--- src/core/tdl_regs.vh ---
// Constants for the time-of-day latch, trigger and pulse-width coding block
`ifndef TDL_REGS_VH
`define TDL_REGS_VH
// Time word layout: {seconds, nanoseconds, sub-ns fraction}
`define TDL_TOD_W 88
`define TDL_SEC_W 48
`define TDL_NS_W 32
`define TDL_FRAC_W 8
`define TDL_NS_LSB 8
`define TDL_SEC_LSB 40
`define TDL_BYTES 4'hB
// Software address map of the time register
`define TDL_ADDR_PREV 8'h0F
`define TDL_ADDR_TOD0 8'h10
`define TDL_ADDR_TODMSB 8'h1A
// Nanosecond rollover and system clock step
`define TDL_NS_ROLL 32'h3B9ACA00
`define TDL_CLK_PERIOD_NS 32'h0000000A
// Carrier symbols
`define TDL_SYM_SPACE 2'h0
`define TDL_SYM_ZERO 2'h1
`define TDL_SYM_ONE 2'h2
// Frame: request flag then 88 time bits, MSB first
`define TDL_FRAME_BITS 89
`define TDL_FRAME_LAST 7'h58
`define TDL_FRAME_REQ 88
// Edge-driven source indices
`define TDL_SRC_N 5
`define TDL_SRC_SYNC_CAP 0
`define TDL_SRC_SYNC_LOAD 1
`define TDL_SRC_FRAME_LOAD 2
`define TDL_SRC_GPIO_CAP 3
`define TDL_SRC_TIMER 4
// Decoder duty thresholds in eighths of a period
`define TDL_THR_LO 4'h3
`define TDL_THR_HI 4'h5
`endif

--- src/core/tdl_core.v ---
// Time-of-day accumulator with latches, triggers and pulse-width frame link
`timescale 1ns/1ns
`include "tdl_regs.vh"
module tdl_core #(
    parameter GPIO_N = 4,
    parameter CH_N = 4,
    parameter PER_W = 16,
    parameter FIFO_DEPTH = 4,
    parameter FIFO_AW = 2
) (
    input wire clock,
    input wire rst_n,
    input wire sw_wr_en,
    input wire sw_rd_en,
    input wire [7:0] sw_addr,
    input wire [7:0] sw_wr_data,
    input wire [7:0] trig_addr,
    input wire reg_fifo_pop,
    input wire smp_fifo_pop,
    input wire [`TDL_SRC_N-1:0] arm,
    input wire [`TDL_SRC_N-1:0] arm_cont,
    input wire timer_start,
    input wire [31:0] timer_count,
    input wire timer_load_mode,
    input wire sync_pulse,
    input wire [GPIO_N-1:0] gpio_in,
    input wire [GPIO_N-1:0] gpio_dir,
    input wire [GPIO_N-1:0] gpio_latch_sel,
    input wire [`TDL_TOD_W-1:0] cmp_time,
    input wire [CH_N:0] chan_clk,
    input wire [2:0] enc_chan_sel,
    input wire [2:0] fwd_chan_sel,
    input wire carrier_in,
    input wire pps_frame_en,
    input wire reply_en,
    output reg [7:0] sw_rd_data,
    output reg [`TDL_TOD_W-1:0] tod_now,
    output reg pps_out,
    output reg [`TDL_TOD_W-1:0] reg_fifo_data,
    output reg reg_fifo_valid,
    output reg [`TDL_TOD_W-1:0] smp_fifo_data,
    output reg smp_fifo_valid,
    output reg [`TDL_TOD_W-1:0] latch_time_a,
    output reg [`TDL_TOD_W-1:0] latch_time_b,
    output reg [GPIO_N-1:0] gpio_out,
    output reg [GPIO_N-1:0] gpio_oe,
    output wire pwm_out,
    output reg [CH_N:0] fwd_carrier,
    output reg [CH_N:0] fwd_frame_valid,
    output reg [`TDL_TOD_W-1:0] rx_frame_time
);
    localparam AS_N = GPIO_N + CH_N + 3;
    localparam IX_SYNC = GPIO_N;
    localparam IX_CAR = GPIO_N + 1;
    localparam IX_CH = GPIO_N + 2;

    // Two-stage synchronisers plus an edge stage for the pin, sync, carrier and channel clock inputs
    wire [AS_N-1:0] as_in = {chan_clk, carrier_in, sync_pulse, gpio_in};
    reg [AS_N-1:0] as_s1;
    reg [AS_N-1:0] as_s2;
    reg [AS_N-1:0] as_s3;
    wire [AS_N-1:0] as_rise = as_s2 & ~as_s3;
    genvar gi;
    generate
        for (gi = 0; gi < AS_N; gi = gi + 1) begin : g_sync
            always @(posedge clock or negedge rst_n) begin
                if (!rst_n) begin
                    as_s1[gi] <= 1'b0;
                    as_s2[gi] <= 1'b0;
                    as_s3[gi] <= 1'b0;
                end else begin
                    as_s1[gi] <= as_in[gi];
                    as_s2[gi] <= as_s1[gi];
                    as_s3[gi] <= as_s2[gi];
                end
            end
        end
    endgenerate
    wire sync_rise = as_rise[IX_SYNC];
    wire car_rise = as_rise[IX_CAR];
    wire car_lvl = as_s2[IX_CAR];
    wire [GPIO_N-1:0] gpio_rise = as_rise[GPIO_N-1:0] & ~gpio_dir;

    // Software access decode
    wire wr_msb = sw_wr_en && (sw_addr == `TDL_ADDR_TODMSB);
    wire rd_prev = sw_rd_en && (sw_addr == `TDL_ADDR_PREV);
    wire in_tod = (sw_addr >= `TDL_ADDR_TOD0) && (sw_addr <= `TDL_ADDR_TODMSB);
    wire [3:0] byte_ix = sw_addr[3:0];
    wire trig_hit = (sw_wr_en || sw_rd_en) && (sw_addr == trig_addr);

    // Countdown timer, one step per system clock
    reg [31:0] timer;
    reg timer_run;
    wire timer_exp = timer_run && (timer == 32'h00000001);
    always @(posedge clock or negedge rst_n) begin
        if (!rst_n) begin
            timer <= 32'h00000000;
            timer_run <= 1'b0;
        end else if (timer_start) begin
            timer <= timer_count;
            timer_run <= (timer_count != 32'h00000000);
        end else if (timer_run) begin
            timer <= timer - 32'h00000001;
            if (timer_exp) timer_run <= 1'b0;
        end
    end

    // Frame decoder state (declared here, used by arming)
    reg rx_done;
    reg [`TDL_FRAME_BITS-1:0] rx_frame;

    // Once or continuous arming per edge source; a new arm wins over a clear
    wire [`TDL_SRC_N-1:0] src_evt = {timer_exp, |gpio_rise, rx_done, sync_rise, sync_rise};
    reg [`TDL_SRC_N-1:0] armed;
    wire [`TDL_SRC_N-1:0] fire = armed & src_evt;
    generate
        for (gi = 0; gi < `TDL_SRC_N; gi = gi + 1) begin : g_arm
            always @(posedge clock or negedge rst_n) begin
                if (!rst_n) armed[gi] <= 1'b0;
                else if (arm[gi]) armed[gi] <= 1'b1;
                else if (src_evt[gi] && !arm_cont[gi]) armed[gi] <= 1'b0;
            end
        end
    endgenerate

    // Staged time register and readable snapshot
    reg [`TDL_TOD_W-1:0] staged;
    reg [`TDL_TOD_W-1:0] snap;
    reg [`TDL_TOD_W-1:0] next_acc;
    reg pps_evt;
    wire [`TDL_NS_W-1:0] acc_ns = tod_now[`TDL_SEC_LSB-1:`TDL_NS_LSB];
    wire [`TDL_SEC_W-1:0] acc_sec = tod_now[`TDL_TOD_W-1:`TDL_SEC_LSB];
    wire roll = (acc_ns >= `TDL_NS_ROLL - `TDL_CLK_PERIOD_NS);
    wire timer_ld = timer_exp && armed[`TDL_SRC_TIMER] && timer_load_mode;

    // Accumulator next value; software write wins, then pulse, frame, timer
    always @* begin
        pps_evt = 1'b0;
        if (wr_msb) begin
            next_acc = {sw_wr_data, staged[`TDL_TOD_W-9:0]};
        end else if (fire[`TDL_SRC_SYNC_LOAD]) begin
            next_acc = staged;
        end else if (fire[`TDL_SRC_FRAME_LOAD]) begin
            next_acc = rx_frame[`TDL_TOD_W-1:0];
        end else if (timer_ld) begin
            next_acc = staged;
        end else if (roll) begin
            // Fraction keeps its value: the step is a whole number of ns
            next_acc = {acc_sec + 48'h000000000001, 32'h00000000, tod_now[7:0]};
            pps_evt = 1'b1;
        end else begin
            next_acc = {acc_sec, acc_ns + `TDL_CLK_PERIOD_NS, tod_now[7:0]};
        end
    end

    always @(posedge clock or negedge rst_n) begin
        if (!rst_n) begin
            tod_now <= {`TDL_TOD_W{1'b0}};
            pps_out <= 1'b0;
        end else begin
            tod_now <= next_acc;
            pps_out <= pps_evt;
        end
    end

    // Staging writes and read snapshot; reads of the time bytes return the snapshot
    always @(posedge clock or negedge rst_n) begin
        if (!rst_n) begin
            staged <= {`TDL_TOD_W{1'b0}};
            snap <= {`TDL_TOD_W{1'b0}};
            sw_rd_data <= 8'h00;
        end else begin
            if (sw_wr_en && in_tod) staged[byte_ix*8 +: 8] <= sw_wr_data;
            if (rd_prev) snap <= tod_now;
            if (sw_rd_en && in_tod) sw_rd_data <= snap[byte_ix*8 +: 8];
            else if (sw_rd_en) sw_rd_data <= 8'h00;
        end
    end

    // Programmed-address capture FIFO
    wire [`TDL_TOD_W-1:0] rf_dout;
    wire rf_valid;
    tdl_fifo #(.W(`TDL_TOD_W), .DEPTH(FIFO_DEPTH), .AW(FIFO_AW)) u_reg_fifo (
        .clock(clock),
        .rst_n(rst_n),
        .push(trig_hit),
        .din(tod_now),
        .pop(reg_fifo_pop),
        .dout(rf_dout),
        .valid(rf_valid),
        .full()
    );

    // Sample FIFO: one capture per cycle, sync, pin and timer events merged into one push
    wire cap_sync = fire[`TDL_SRC_SYNC_CAP];
    wire cap_gpio = fire[`TDL_SRC_GPIO_CAP];
    wire cap_timer = fire[`TDL_SRC_TIMER] && !timer_load_mode;
    wire [`TDL_TOD_W-1:0] sf_dout;
    wire sf_valid;
    tdl_fifo #(.W(`TDL_TOD_W), .DEPTH(FIFO_DEPTH), .AW(FIFO_AW)) u_smp_fifo (
        .clock(clock),
        .rst_n(rst_n),
        .push(cap_sync | cap_gpio | cap_timer),
        .din(tod_now),
        .pop(smp_fifo_pop),
        .dout(sf_dout),
        .valid(sf_valid),
        .full()
    );

    // Registered FIFO views; they trail a pop by two cycles
    always @(posedge clock or negedge rst_n) begin
        if (!rst_n) begin
            reg_fifo_data <= {`TDL_TOD_W{1'b0}};
            reg_fifo_valid <= 1'b0;
            smp_fifo_data <= {`TDL_TOD_W{1'b0}};
            smp_fifo_valid <= 1'b0;
        end else begin
            reg_fifo_data <= rf_dout;
            reg_fifo_valid <= rf_valid;
            smp_fifo_data <= sf_dout;
            smp_fifo_valid <= sf_valid;
        end
    end

    // Trigger pins: inputs latch into the assigned register, outputs compare
    integer pi;
    always @(posedge clock or negedge rst_n) begin
        if (!rst_n) begin
            latch_time_a <= {`TDL_TOD_W{1'b0}};
            latch_time_b <= {`TDL_TOD_W{1'b0}};
            gpio_out <= {GPIO_N{1'b0}};
            gpio_oe <= {GPIO_N{1'b0}};
        end else begin
            gpio_oe <= gpio_dir;
            for (pi = 0; pi < GPIO_N; pi = pi + 1) begin
                if (gpio_rise[pi] && gpio_latch_sel[pi]) latch_time_b <= tod_now;
                else if (gpio_rise[pi]) latch_time_a <= tod_now;
                // Compare ignores the fraction, which only loads and writes change
                gpio_out[pi] <= gpio_dir[pi] &&
                    (tod_now[`TDL_TOD_W-1:`TDL_NS_LSB] >= cmp_time[`TDL_TOD_W-1:`TDL_NS_LSB]);
            end
        end
    end

    // Decoder: classify each carrier period by its high time
    reg [PER_W-1:0] rx_per;
    reg [PER_W-1:0] rx_hi;
    reg [`TDL_FRAME_BITS-2:0] rx_shift;
    reg [6:0] rx_cnt;
    reg [1:0] rx_sym;
    wire [PER_W+3:0] hi8 = {1'b0, rx_hi, 3'h0};
    wire [PER_W+3:0] per_lo = rx_per * `TDL_THR_LO;
    wire [PER_W+3:0] per_hi = rx_per * `TDL_THR_HI;
    always @* begin
        if (hi8 < per_lo) rx_sym = `TDL_SYM_ZERO;
        else if (hi8 > per_hi) rx_sym = `TDL_SYM_ONE;
        else rx_sym = `TDL_SYM_SPACE;
    end

    // Frames are runs of data symbols; a space resets the bit count
    always @(posedge clock or negedge rst_n) begin
        if (!rst_n) begin
            rx_per <= {PER_W{1'b0}};
            rx_hi <= {PER_W{1'b0}};
            rx_shift <= {(`TDL_FRAME_BITS-1){1'b0}};
            rx_cnt <= 7'h00;
            rx_done <= 1'b0;
            rx_frame <= {`TDL_FRAME_BITS{1'b0}};
        end else begin
            rx_done <= 1'b0;
            if (car_rise) begin
                // Counter width covers the slowest carrier period
                rx_per <= {{(PER_W-1){1'b0}}, 1'b1};
                rx_hi <= {{(PER_W-1){1'b0}}, 1'b1};
                if (rx_sym == `TDL_SYM_SPACE) begin
                    rx_cnt <= 7'h00;
                end else if (rx_cnt == `TDL_FRAME_LAST) begin
                    rx_frame <= {rx_shift, rx_sym == `TDL_SYM_ONE};
                    rx_done <= 1'b1;
                    rx_cnt <= 7'h00;
                end else begin
                    rx_shift <= {rx_shift[`TDL_FRAME_BITS-3:0], rx_sym == `TDL_SYM_ONE};
                    rx_cnt <= rx_cnt + 7'h01;
                end
            end else begin
                rx_per <= rx_per + 1'b1;
                if (car_lvl) rx_hi <= rx_hi + 1'b1;
            end
        end
    end

    // Forward recovered carrier and frames to the chosen channel
    integer ci;
    always @(posedge clock or negedge rst_n) begin
        if (!rst_n) begin
            fwd_carrier <= {(CH_N+1){1'b0}};
            fwd_frame_valid <= {(CH_N+1){1'b0}};
            rx_frame_time <= {`TDL_TOD_W{1'b0}};
        end else begin
            for (ci = 0; ci <= CH_N; ci = ci + 1) begin
                fwd_carrier[ci] <= car_lvl && (fwd_chan_sel == ci);
                fwd_frame_valid[ci] <= rx_done && (fwd_chan_sel == ci);
            end
            if (rx_done) rx_frame_time <= rx_frame[`TDL_TOD_W-1:0];
        end
    end

    // Transmit request: second pulse or reply, held until the encoder takes it
    reg tx_pend;
    reg [`TDL_FRAME_BITS-1:0] tx_frame;
    wire enc_busy;
    wire reply_req = rx_done && rx_frame[`TDL_FRAME_REQ] && reply_en;
    // Second boundary may be asynchronous to the carrier, so it rides in a frame when pps_frame_en is set
    wire pps_req = pps_evt && pps_frame_en;
    wire enc_car_rise = as_rise[IX_CH + enc_chan_sel];
    always @(posedge clock or negedge rst_n) begin
        if (!rst_n) begin
            tx_pend <= 1'b0;
            tx_frame <= {`TDL_FRAME_BITS{1'b0}};
        end else if (pps_req || reply_req) begin
            tx_pend <= 1'b1;
            tx_frame <= {1'b0, tod_now};
        end else if (tx_pend && enc_car_rise && !enc_busy) begin
            tx_pend <= 1'b0;
        end
    end

    tdl_pwm_enc #(.PER_W(PER_W)) u_enc (
        .clock(clock),
        .rst_n(rst_n),
        .car_rise(enc_car_rise),
        .tx_start(tx_pend),
        .tx_frame(tx_frame),
        .pwm_out(pwm_out),
        .busy(enc_busy)
    );
endmodule // tdl_core

--- src/core/tdl_fifo.v ---
// Flip-flop FIFO for captured time words
`timescale 1ns/1ns
module tdl_fifo #(
    parameter W = 88,
    parameter DEPTH = 4,
    parameter AW = 2
) (
    input wire clock,
    input wire rst_n,
    input wire push,
    input wire [W-1:0] din,
    input wire pop,
    output wire [W-1:0] dout,
    output wire valid,
    output wire full
);
    reg [W-1:0] mem [0:DEPTH-1];
    reg [AW-1:0] wr_ptr;
    reg [AW-1:0] rd_ptr;
    reg [AW:0] count;
    wire do_push = push & ~full;
    wire do_pop = pop & valid;

    assign dout = mem[rd_ptr];
    assign valid = (count != {(AW+1){1'b0}});
    assign full = (count == DEPTH[AW:0]);

    // Storage, written only at the tail; a push into a full FIFO is dropped
    always @(posedge clock) begin
        if (do_push) begin
            mem[wr_ptr] <= din;
        end
    end

    // Pointers and fill level
    always @(posedge clock or negedge rst_n) begin
        if (!rst_n) begin
            wr_ptr <= {AW{1'b0}};
            rd_ptr <= {AW{1'b0}};
            count <= {(AW+1){1'b0}};
        end else begin
            if (do_push) wr_ptr <= wr_ptr + 1'b1;
            if (do_pop) rd_ptr <= rd_ptr + 1'b1;
            if (do_push && !do_pop) count <= count + 1'b1;
            else if (do_pop && !do_push) count <= count - 1'b1;
        end
    end
endmodule // tdl_fifo

--- src/core/tdl_pwm_enc.v ---
// Pulse-width symbol encoder on a sampled carrier
`timescale 1ns/1ns
`include "tdl_regs.vh"
module tdl_pwm_enc #(
    parameter PER_W = 16
) (
    input wire clock,
    input wire rst_n,
    input wire car_rise,
    input wire tx_start,
    input wire [`TDL_FRAME_BITS-1:0] tx_frame,
    output reg pwm_out,
    output wire busy
);
    reg [PER_W-1:0] per_cnt;
    reg [PER_W-1:0] period;
    reg [PER_W-1:0] fall_at;
    reg [`TDL_FRAME_BITS-1:0] shift;
    reg [6:0] left;
    reg [1:0] next_sym;

    assign busy = (left != 7'h00);

    // Symbol for the period that starts now
    always @* begin
        if (left == 7'h00) next_sym = `TDL_SYM_SPACE;
        else if (shift[`TDL_FRAME_BITS-1]) next_sym = `TDL_SYM_ONE;
        else next_sym = `TDL_SYM_ZERO;
    end

    // Rising edge passes straight; falling edge placed by symbol duty
    always @(posedge clock or negedge rst_n) begin
        if (!rst_n) begin
            pwm_out <= 1'b0;
            per_cnt <= {PER_W{1'b0}};
            period <= {PER_W{1'b0}};
            fall_at <= {PER_W{1'b0}};
            shift <= {`TDL_FRAME_BITS{1'b0}};
            left <= 7'h00;
        end else if (car_rise) begin
            pwm_out <= 1'b1;
            per_cnt <= {PER_W{1'b0}};
            period <= per_cnt + 1'b1;
            // Duty uses the period stored one edge earlier, so the first two after reset are rough
            case (next_sym)
                `TDL_SYM_ZERO: fall_at <= period >> 2;
                `TDL_SYM_ONE: fall_at <= period - (period >> 2);
                default: fall_at <= period >> 1;
            endcase
            if (left != 7'h00) begin
                shift <= {shift[`TDL_FRAME_BITS-2:0], 1'b0};
                left <= left - 1'b1;
            end else if (tx_start) begin
                shift <= tx_frame;
                left <= `TDL_FRAME_LAST + 7'h01;
            end
        end else begin
            per_cnt <= per_cnt + 1'b1;
            if (per_cnt + 1'b1 >= fall_at) pwm_out <= 1'b0;
        end
    end
endmodule // tdl_pwm_enc

--- config.mk ---
export PLATFORM = sky130hd
export DESIGN_NAME = tdl_core
export DESIGN_NICKNAME = d
export VERILOG_FILES = /design/src/core/tdl_core.v /design/src/core/tdl_fifo.v /design/src/core/tdl_pwm_enc.v
export VERILOG_INCLUDE_DIRS = /design/src /design/src/core
export SDC_FILE = /design/constraint.sdc
export NUM_CORES = 2
export LEC_CHECK = 0
export ABC_AREA = 1
export BUFFER_PORTS_ARGS = -buffer_cell sky130_fd_sc_hd__buf_2
export CAP_MARGIN = 20
export CORE_UTILIZATION = 60
export CTS_CLUSTER_SIZE = 14
export DETAILED_ROUTE_END_ITERATION = 12
export PLACE_DENSITY = 0.89
export SYNTH_ARGS = -nofsm -noshare
export SYNTH_HDL_FRONTEND = slang
export SYNTH_SLANG_ARGS = --single-unit
--- constraint.sdc ---
create_clock -name clock -period 12.84 [get_ports clock]
set_input_delay 1.284 -clock clock [delete_from_list [all_inputs] [get_ports clock]]
set_output_delay 1.284 -clock clock [all_outputs]
set_load 0.03 [all_outputs]
# [Word-level counts from Yosys, hierarchy flattened]
# Memory sizes are Yosys's and may differ from the RTL's. A register that Yosys moved wholly into a read port is not among the register bits.
# Cells that the tools add are included.
[totals] reg_bits=1093 mem_bits_rw=704 input_bits=189 out_inout_bits=558 word_cells=295 memories=2
[memory_table] memory="u_reg_fifo.mem" words=4 width=88 read_ports=1 rd_ports_with_merged_regs=1 write_ports=1 line="tdl_fifo.v:17" rtl="reg [W-1:0] mem [0:DEPTH-1];"
[memory_table] memory="u_smp_fifo.mem" words=4 width=88 read_ports=1 rd_ports_with_merged_regs=1 write_ports=1 line="tdl_fifo.v:17"
[classes] n_addsub=19 mul=2 order_cmp=8 eq_ne=14 shifts=3 n_mux=72 bitwise_logic=15 n_reduce_logical=84
[ops] op="88-bit 2-to-1 mux" n=17
[ops] op="89-bit 2-to-1 mux" n=2
[ops] op="88-bit bitwise mux" n=1
[ops] op="8-bit by 34-bit variable shift with 88-bit output (first input constant)" n=1
[ops] op="8-bit by 34-bit variable part select with 88-bit output" n=1
[ops] op="88-bit by 8-bit variable part select with 8-bit output" n=1
[ops] op="80-bit >= comparator" n=1
[ops] op="16-bit 2-to-1 mux" n=4
[ops] op="32-bit 2-to-1 mux" n=2
[ops] op="16-bit by 1-bit adder with 16-bit output (second input constant)" n=3
[ops] op="48-bit by 1-bit adder with 48-bit output (second input constant)" n=1
[ops] op="1-bit logical AND" n=42
[ops] op="7-bit negator with 34-bit output" n=1
[ops] op="32-bit by 4-bit adder with 32-bit output (second input constant)" n=1
[ops] op="32-bit by 1-bit == test with 1-bit output (second input constant)" n=1
[ops] op="32-bit by 30-bit >= comparator with 1-bit output (second input constant)" n=1
[ops] op="16-bit case mux with 2 select lines" n=1
[ops] op="32-bit nonzero test" n=1
[ops] op="32-bit by 1-bit subtractor with 32-bit output (second input constant)" n=1
[ops] op="1-bit 2-to-1 mux" n=30
[ops] op="7-bit 2-to-1 mux" n=4
[ops] op="2-bit nonzero test" n=13
[ops] op="19-bit > comparator" n=1
[ops] op="19-bit by 18-bit < comparator with 1-bit output" n=1
[ops] op="46 further kinds" n=85

# [Longest topological paths before layout]
[logic_depth] depth_word=12 mapped_depth=24 ltp_nobuf=22

# [Cells and area by module]
# A second synthesis with hierarchy kept.
[hier_totals] hier_cells=8843 hier_area_um2=87158.6
[modules_own_cells] module="tdl_core" n_inst=1 cells_per_inst=5634 area_each_um2=49548.8 seq_area_each_um2=27776.6
[modules_own_cells] module="tdl_fifo" n_inst=2 cells_per_inst=1087 area_each_um2=14850.5 seq_area_each_um2=10745.3
[modules_own_cells] module="tdl_pwm_enc" n_inst=1 cells_per_inst=1035 area_each_um2=7908.8 seq_area_each_um2=3628.5

# [Least setup slack after synthesis]
# Ideal clock, no wire load.
[synth_path] path_type="in2reg" start="input sw_addr[0]" end="memory u_reg_fifo.mem[0][0], enable pin" setup_time_ns=0.535 t_arrival_ns=6.074 t_required_ns=12.305 setup_slack_ns=6.231 path_stages=7 n_path_buf=2 cell_sequence="clkbuf_1 clkbuf_1 a221oi_1 o2111ai_1 nor2_1 inv_1 nor2_1"
[synth_via] elab_chain_cells=5
[synth_rtl] item="start, declared" line="tdl_core.v:15" rtl="input wire [7:0] sw_addr,"
[synth_rtl] item="8-bit == test" line="tdl_core.v:89" rtl="wire trig_hit = (sw_wr_en || sw_rd_en) && (sw_addr == trig_addr);"
[synth_rtl] item="1-bit logical AND" line="tdl_core.v:89"
[synth_rtl] item="1-bit bitwise AND" line="tdl_fifo.v:21" rtl="wire do_push = push & ~full;"
[synth_rtl] item="named net u_reg_fifo.do_push" line="tdl_fifo.v:21"
[synth_rtl] item="1-bit 2-to-1 mux" line="tdl_fifo.v:30" rtl="if (do_push) begin"
[synth_rtl] item="1-bit 2-to-1 mux (implied by the code)" line="tdl_fifo.v:31" rtl="mem[wr_ptr] <= din;"
[synth_rtl] item="end, declared" line="tdl_fifo.v:17"
# The timed path passes the listed nets, and every way through them passes these cells.

# [Worst setup path after layout]
[layout_path] start="register rx_per[5]" end="register rx_frame[38]"
[layout_via] elab_chain_cells=7 word_cells_on_any_way=9 classes_between="mul (2); order compare (2); mux (2); bitwise (1); reduce/logical (2)"
[layout_rtl] item="start, declared" line="tdl_core.v:247" rtl="reg [PER_W-1:0] rx_per;"
[layout_rtl] item="start signal, assigned" line="tdl_core.v:264" rtl="rx_per <= {PER_W{1'b0}};"
[layout_rtl] item="start signal, assigned" line="tdl_core.v:274" rtl="rx_per <= {{(PER_W-1){1'b0}}, 1'b1};"
[layout_rtl] item="start signal, assigned" line="tdl_core.v:287" rtl="rx_per <= rx_per + 1'b1;"
[layout_rtl] item="16-bit by 3-bit multiplier with 19-bit output (no line)"
[layout_rtl] item="19-bit > comparator" line="tdl_core.v:257" rtl="else if (hi8 > per_hi) rx_sym = `TDL_SYM_ONE;"
[layout_rtl] item="2-bit 2-to-1 mux" line="tdl_core.v:257"
[layout_rtl] item="2-bit 2-to-1 mux (*)" line="tdl_core.v:256" rtl="if (hi8 < per_lo) rx_sym = `TDL_SYM_ZERO;"
[layout_rtl] item="2-bit logical NOT (no line) (*)"
[layout_rtl] item="1-bit NOT (no line) (*)"
[layout_rtl] item="3-bit AND reduction (no line) (*)"
[layout_rtl] item="end signal, assigned" line="tdl_core.v:269" rtl="rx_frame <= {`TDL_FRAME_BITS{1'b0}};"
[layout_rtl] item="end signal, assigned" line="tdl_core.v:279" rtl="rx_frame <= {rx_shift, rx_sym == `TDL_SYM_ONE};"
[layout_rtl] item="end, declared" line="tdl_core.v:110" rtl="reg [`TDL_FRAME_BITS-1:0] rx_frame;"
# Every way passes the cells marked *; elsewhere a longest branch is shown, timed or not.
# A chain may end at the register's enable or synchronous reset.

==> run_results.csv <==
group,metric,value,unit
clock_tree,clk_latency,850,ps
sta,setup_viol,0,
logic_synthesis,synth.cell_area,83000,µm²
grt,grt_max_degree,190,
grt,antenna_found_initial,26,
sta,fmax,186,MHz
finish,syn_to_final_growth,14.8,%
floorplan,rows,136,
hold_path,hold_end,"as_s2[4]",
clock_tree,postCtsHoldBufs,0,
floorplan,io_pins,747,
floorplan,die-area,140000,µm²
clock_tree,cts_resized,0,
logic_synthesis,synth_fa_ha_area_share,3.29,%
sta,fin_crit_sh,41.8,%
sta,period_minus_slack,5370,ps
critical_path,worstReg2RegStart,"rx_per[5]",
logic_synthesis,yosys_warnings,0,
logic_synthesis,syn_inst,8221,
logic_synthesis,synthFlopType,"dfrtp_1",
grt,grt_pass1_vias,64620,
routing,top_layer_used,"met5",
routing,wl_met1,99000,µm
place,place.gp.congestion,0.999,
clock_tree,cts.path.max_buffers,3,
routing,wl_met3,36800,µm
clock_tree,root_buffer,"clkbuf_16",
logic_synthesis,synth_xor_area_share,1.47,%
critical_path,reg2reg_to,"rx_frame[38]",
clock_tree,clk_pin_slew,60,ps
floorplan,die_h,374,µm
critical_path,cp_max_fo,116,
sta,whs,339,ps
floorplan,die_x,374,µm
sta,hold_viol_final,0,
place,dpl.hpwl,181000,µm
critical_path,cpMaxStageDelayCell,"buf_4",
sta,fin_worst_skew,49.0,ps
finish,fillers,9454,
critical_path,crit_path_start_kind,"register",
finish,final_cell_area,95300,µm²
critical_path,crit_path_cell_trace,"ha_1 -> ha_1 -> inv_1 -> nor3_1 -> nand2_1 -> nand2_1 -> a21oi_1 -> o21ai_0 -> a21oi_1 -> xor2_1 -> ha_1 -> nand2_1 -> nor2_1 -> nor3b_2 -> nand4_1 -> nand3_1 -> nand2_1 -> nand2_1 -> nand3_4 -> buf_4 -> o21ai_0",
flow_run,maxCapViolCount,0,
power,power_density,192,nW/µm²
power,leakagePower,42.6,nW
critical_path,cp.required,13570,ps
finish,layout-drive-gt1-share,13.8,%
finish,finalNetCount,9317,
logic_synthesis,synth_top_area_cell,"dfrtp_1",
routing,wl_per_cell,25.4,µm
sta,slew_violations,0,
logic_synthesis,synth_cell_types,60,
clock_tree,cts_tree,"yes",
logic_synthesis,avgSynthCellArea,10.1,µm²
hold_path,hp-class,"reg -> reg",
power,peakVddDrop,0.000158,V
critical_path,worstPathArrival,6100,ps
logic_synthesis,ys_seq_area_share,63.7,%
routing,drtAntennaViolNets,0,
logic_synthesis,ys_ff_latch,1973,
grt,grt_overflow,0,
logic_synthesis,synth-async-reset-ratio,64.3,%
run_status,outcome,"complete, no violations",
clock_tree,htree_levels,4,
logic_synthesis,synthMuxAreaShare,0.0256,%
routing,drc,0,
critical_path,max_stage_delay,630,ps
routing,viasPerCell,6.17,
sta,rsz0062_at_grt,"false",
clock_tree,numCtsBuffers,191,
critical_path,endpoint_kind,"register",
floorplan,start_util,60.5,%
place,port_buffers,738,
routing,vias,67087,
hold_path,whs_path_depth,0,
clock_tree,cts_setup_buffers,0,
logic_synthesis,synth_edf_count,704,
logic_synthesis,synthTopCellsByCount,"1825 x nand2_1, 1269 x dfrtp_1, 1253 x o21ai_0",
grt,grt_use_total,39.0,%
sta,fin_setup_tns,0,ps
logic_synthesis,yosys.area_share.simple,14.3,%
hold_path,hold_start,"as_s1[4]",
routing,drt_wl_total,276000,µm
routing,drtIter0Drc,9885,
routing,wl_met2,121000,µm
critical_path,ff2ff_setup_slack,7470,ps
routing,first_pass_iters,7,
critical_path,path_common_cell,"nand2_1",
floorplan,fp.coreArea,137000,µm²
place,place_area,88600,µm²
critical_path,path_class,"reg -> reg",
clock_tree,cts.sinks,1973,
sta,tightest_slew,1190,ps
logic_synthesis,synth_compound_area_share,12.2,%
logic_synthesis,yosysTopAreaCellShare,38.2,%
logic_synthesis,synth_area_leaders,"dfrtp_1 38%, edfxtp_1 25%, nand2_1 8.3%",
sta,relSlewSlack,20.8,%
logic_synthesis,yosysMostFrequentCell,"nand2_1",
critical_path,rr_worst_depth,21,
logic_synthesis,synth_nets,8625,
grt,grt_pass1_wl,404000,µm
logic_synthesis,synth_top_family_by_area,"simple AND/OR/NAND/NOR gates",
critical path: cells and delay by family (launching register included):
kind	cells	cell delay, ps
AOI/OAI and AO/OA	4	950
xor gates and xnor gates	1	160
and+or+nand+nor	11	1960
buffers and inverters	2	720
adders and majority gates	3	960
DFF	1	450
logic make-up (layout without fill, tap and decap cells):
family	Yosys count	after routing
other	0	7
buffers and inverters	1069	1926
AND/OR/NAND/NOR	2962	2962
flip-flops	1973	1973
XOR/XNOR	139	139
adder cells (fa/ha/maj)	215	215
multiplexers	2	2
AO/OA/AOI/OAI	1861	1861
state kept, by name, indices dropped and copies added, names as in the netlist, 32 cells and up:
signal	flops
latch_time_a	88
latch_time_b	88
reg_fifo_data	88
rx_frame	89
rx_frame_time	88
rx_shift	88
smp_fifo_data	88
snap	88
staged	88
timer	32
tod_now	88
tx_frame	88
u_enc.shift	89
u_reg_fifo.mem	352
u_smp_fifo.mem	352
per-layer routing:
layer / vias to the layer above / GRT usage (%)
li1: 28997 / -
met1: 32446 / 50.9
met2: 4602 / 57.6
met3: 1014 / 11.9
met4: 28 / 23.6
met5: - / 0
layout make-up:
cell class              instances  area [µm²]  share of cell area, %
flip-flops and latches       1973       52900                   55.5
multi-input cells            5179       26100                   27.3
clock buffers                 269        5460                   5.73
repair buffers                873        4840                   5.08
inverters                     695        2620                   2.75
well taps                    1794        2240                   2.36
clock inverters                89        1170                   1.23
diodes                          7        17.5                 0.0184
how the worst max path moves through the flow:
| stage | startpoint | to | slack (ps) | cells after the start |
|---|---|---|---|---|
| 2_1_floorplan | sw_addr[0] | u_reg_fifo.mem[0][0] | 6230 | 7 |
| 3_3_place_gp | sw_addr[2] | u_reg_fifo.mem[3][17] | 7010 | 9 |
| 3_5_place_dp | sw_addr[2] | u_reg_fifo.mem[3][13] | 6950 | 9 |
| 4_1_cts | rx_per[5] | rx_frame[38] | 7530 | 21 |
| 5_1_grt | rx_per[6] | rx_frame[67] | 7060 | 22 |
| 6_report | rx_per[5] | rx_frame[38] | 7470 | 21 |
cell usage in the layout, fill, tap and decap left out, drive strengths merged, types with 9 or more instances in the layout:
cell type | synthesis | layout
clkinv | 6 | 60
clkbuf | 291 | 269
xnor2 | 22 | 22
a22oi | 36 | 36
nand3 | 205 | 205
nor3 | 69 | 69
nor4 | 18 | 18
nor2 | 753 | 753
o221ai | 19 | 19
xor2 | 117 | 117
o211ai | 35 | 35
ha | 210 | 210
or2 | 9 | 9
o21ai | 1323 | 1323
inv | 689 | 700
dfrtp | 1269 | 1269
o22ai | 210 | 210
nand2 | 1830 | 1830
a21oi | 169 | 169
bufinv | 0 | 19
nand4 | 69 | 69
edfxtp | 704 | 704
o31ai | 19 | 19
buf | 83 | 873
stage by stage:
stage	total power, mW	utilization [%]	std cells	worst slack, ps
final	18.3	69.4	10879	7470
after global routing	18.9	69.4	10874	7060
after CTS	18.2	69.3	10869	7530
after detailed placement	12.2	64.5	10511	6950
after global placement	12.0	64.5	10511	7010
after floorplan	10.6	-	8221	6230
report_power, final:
group	total [mW]	internal (mW)	switching, mW
combinational	4.45	1.14	3.31
sequential	7.90	7.40	0.499
clock	5.91	3.38	2.53
total	18.3	11.9	6.34
Note: power is estimated with default switching activity, not from simulation.
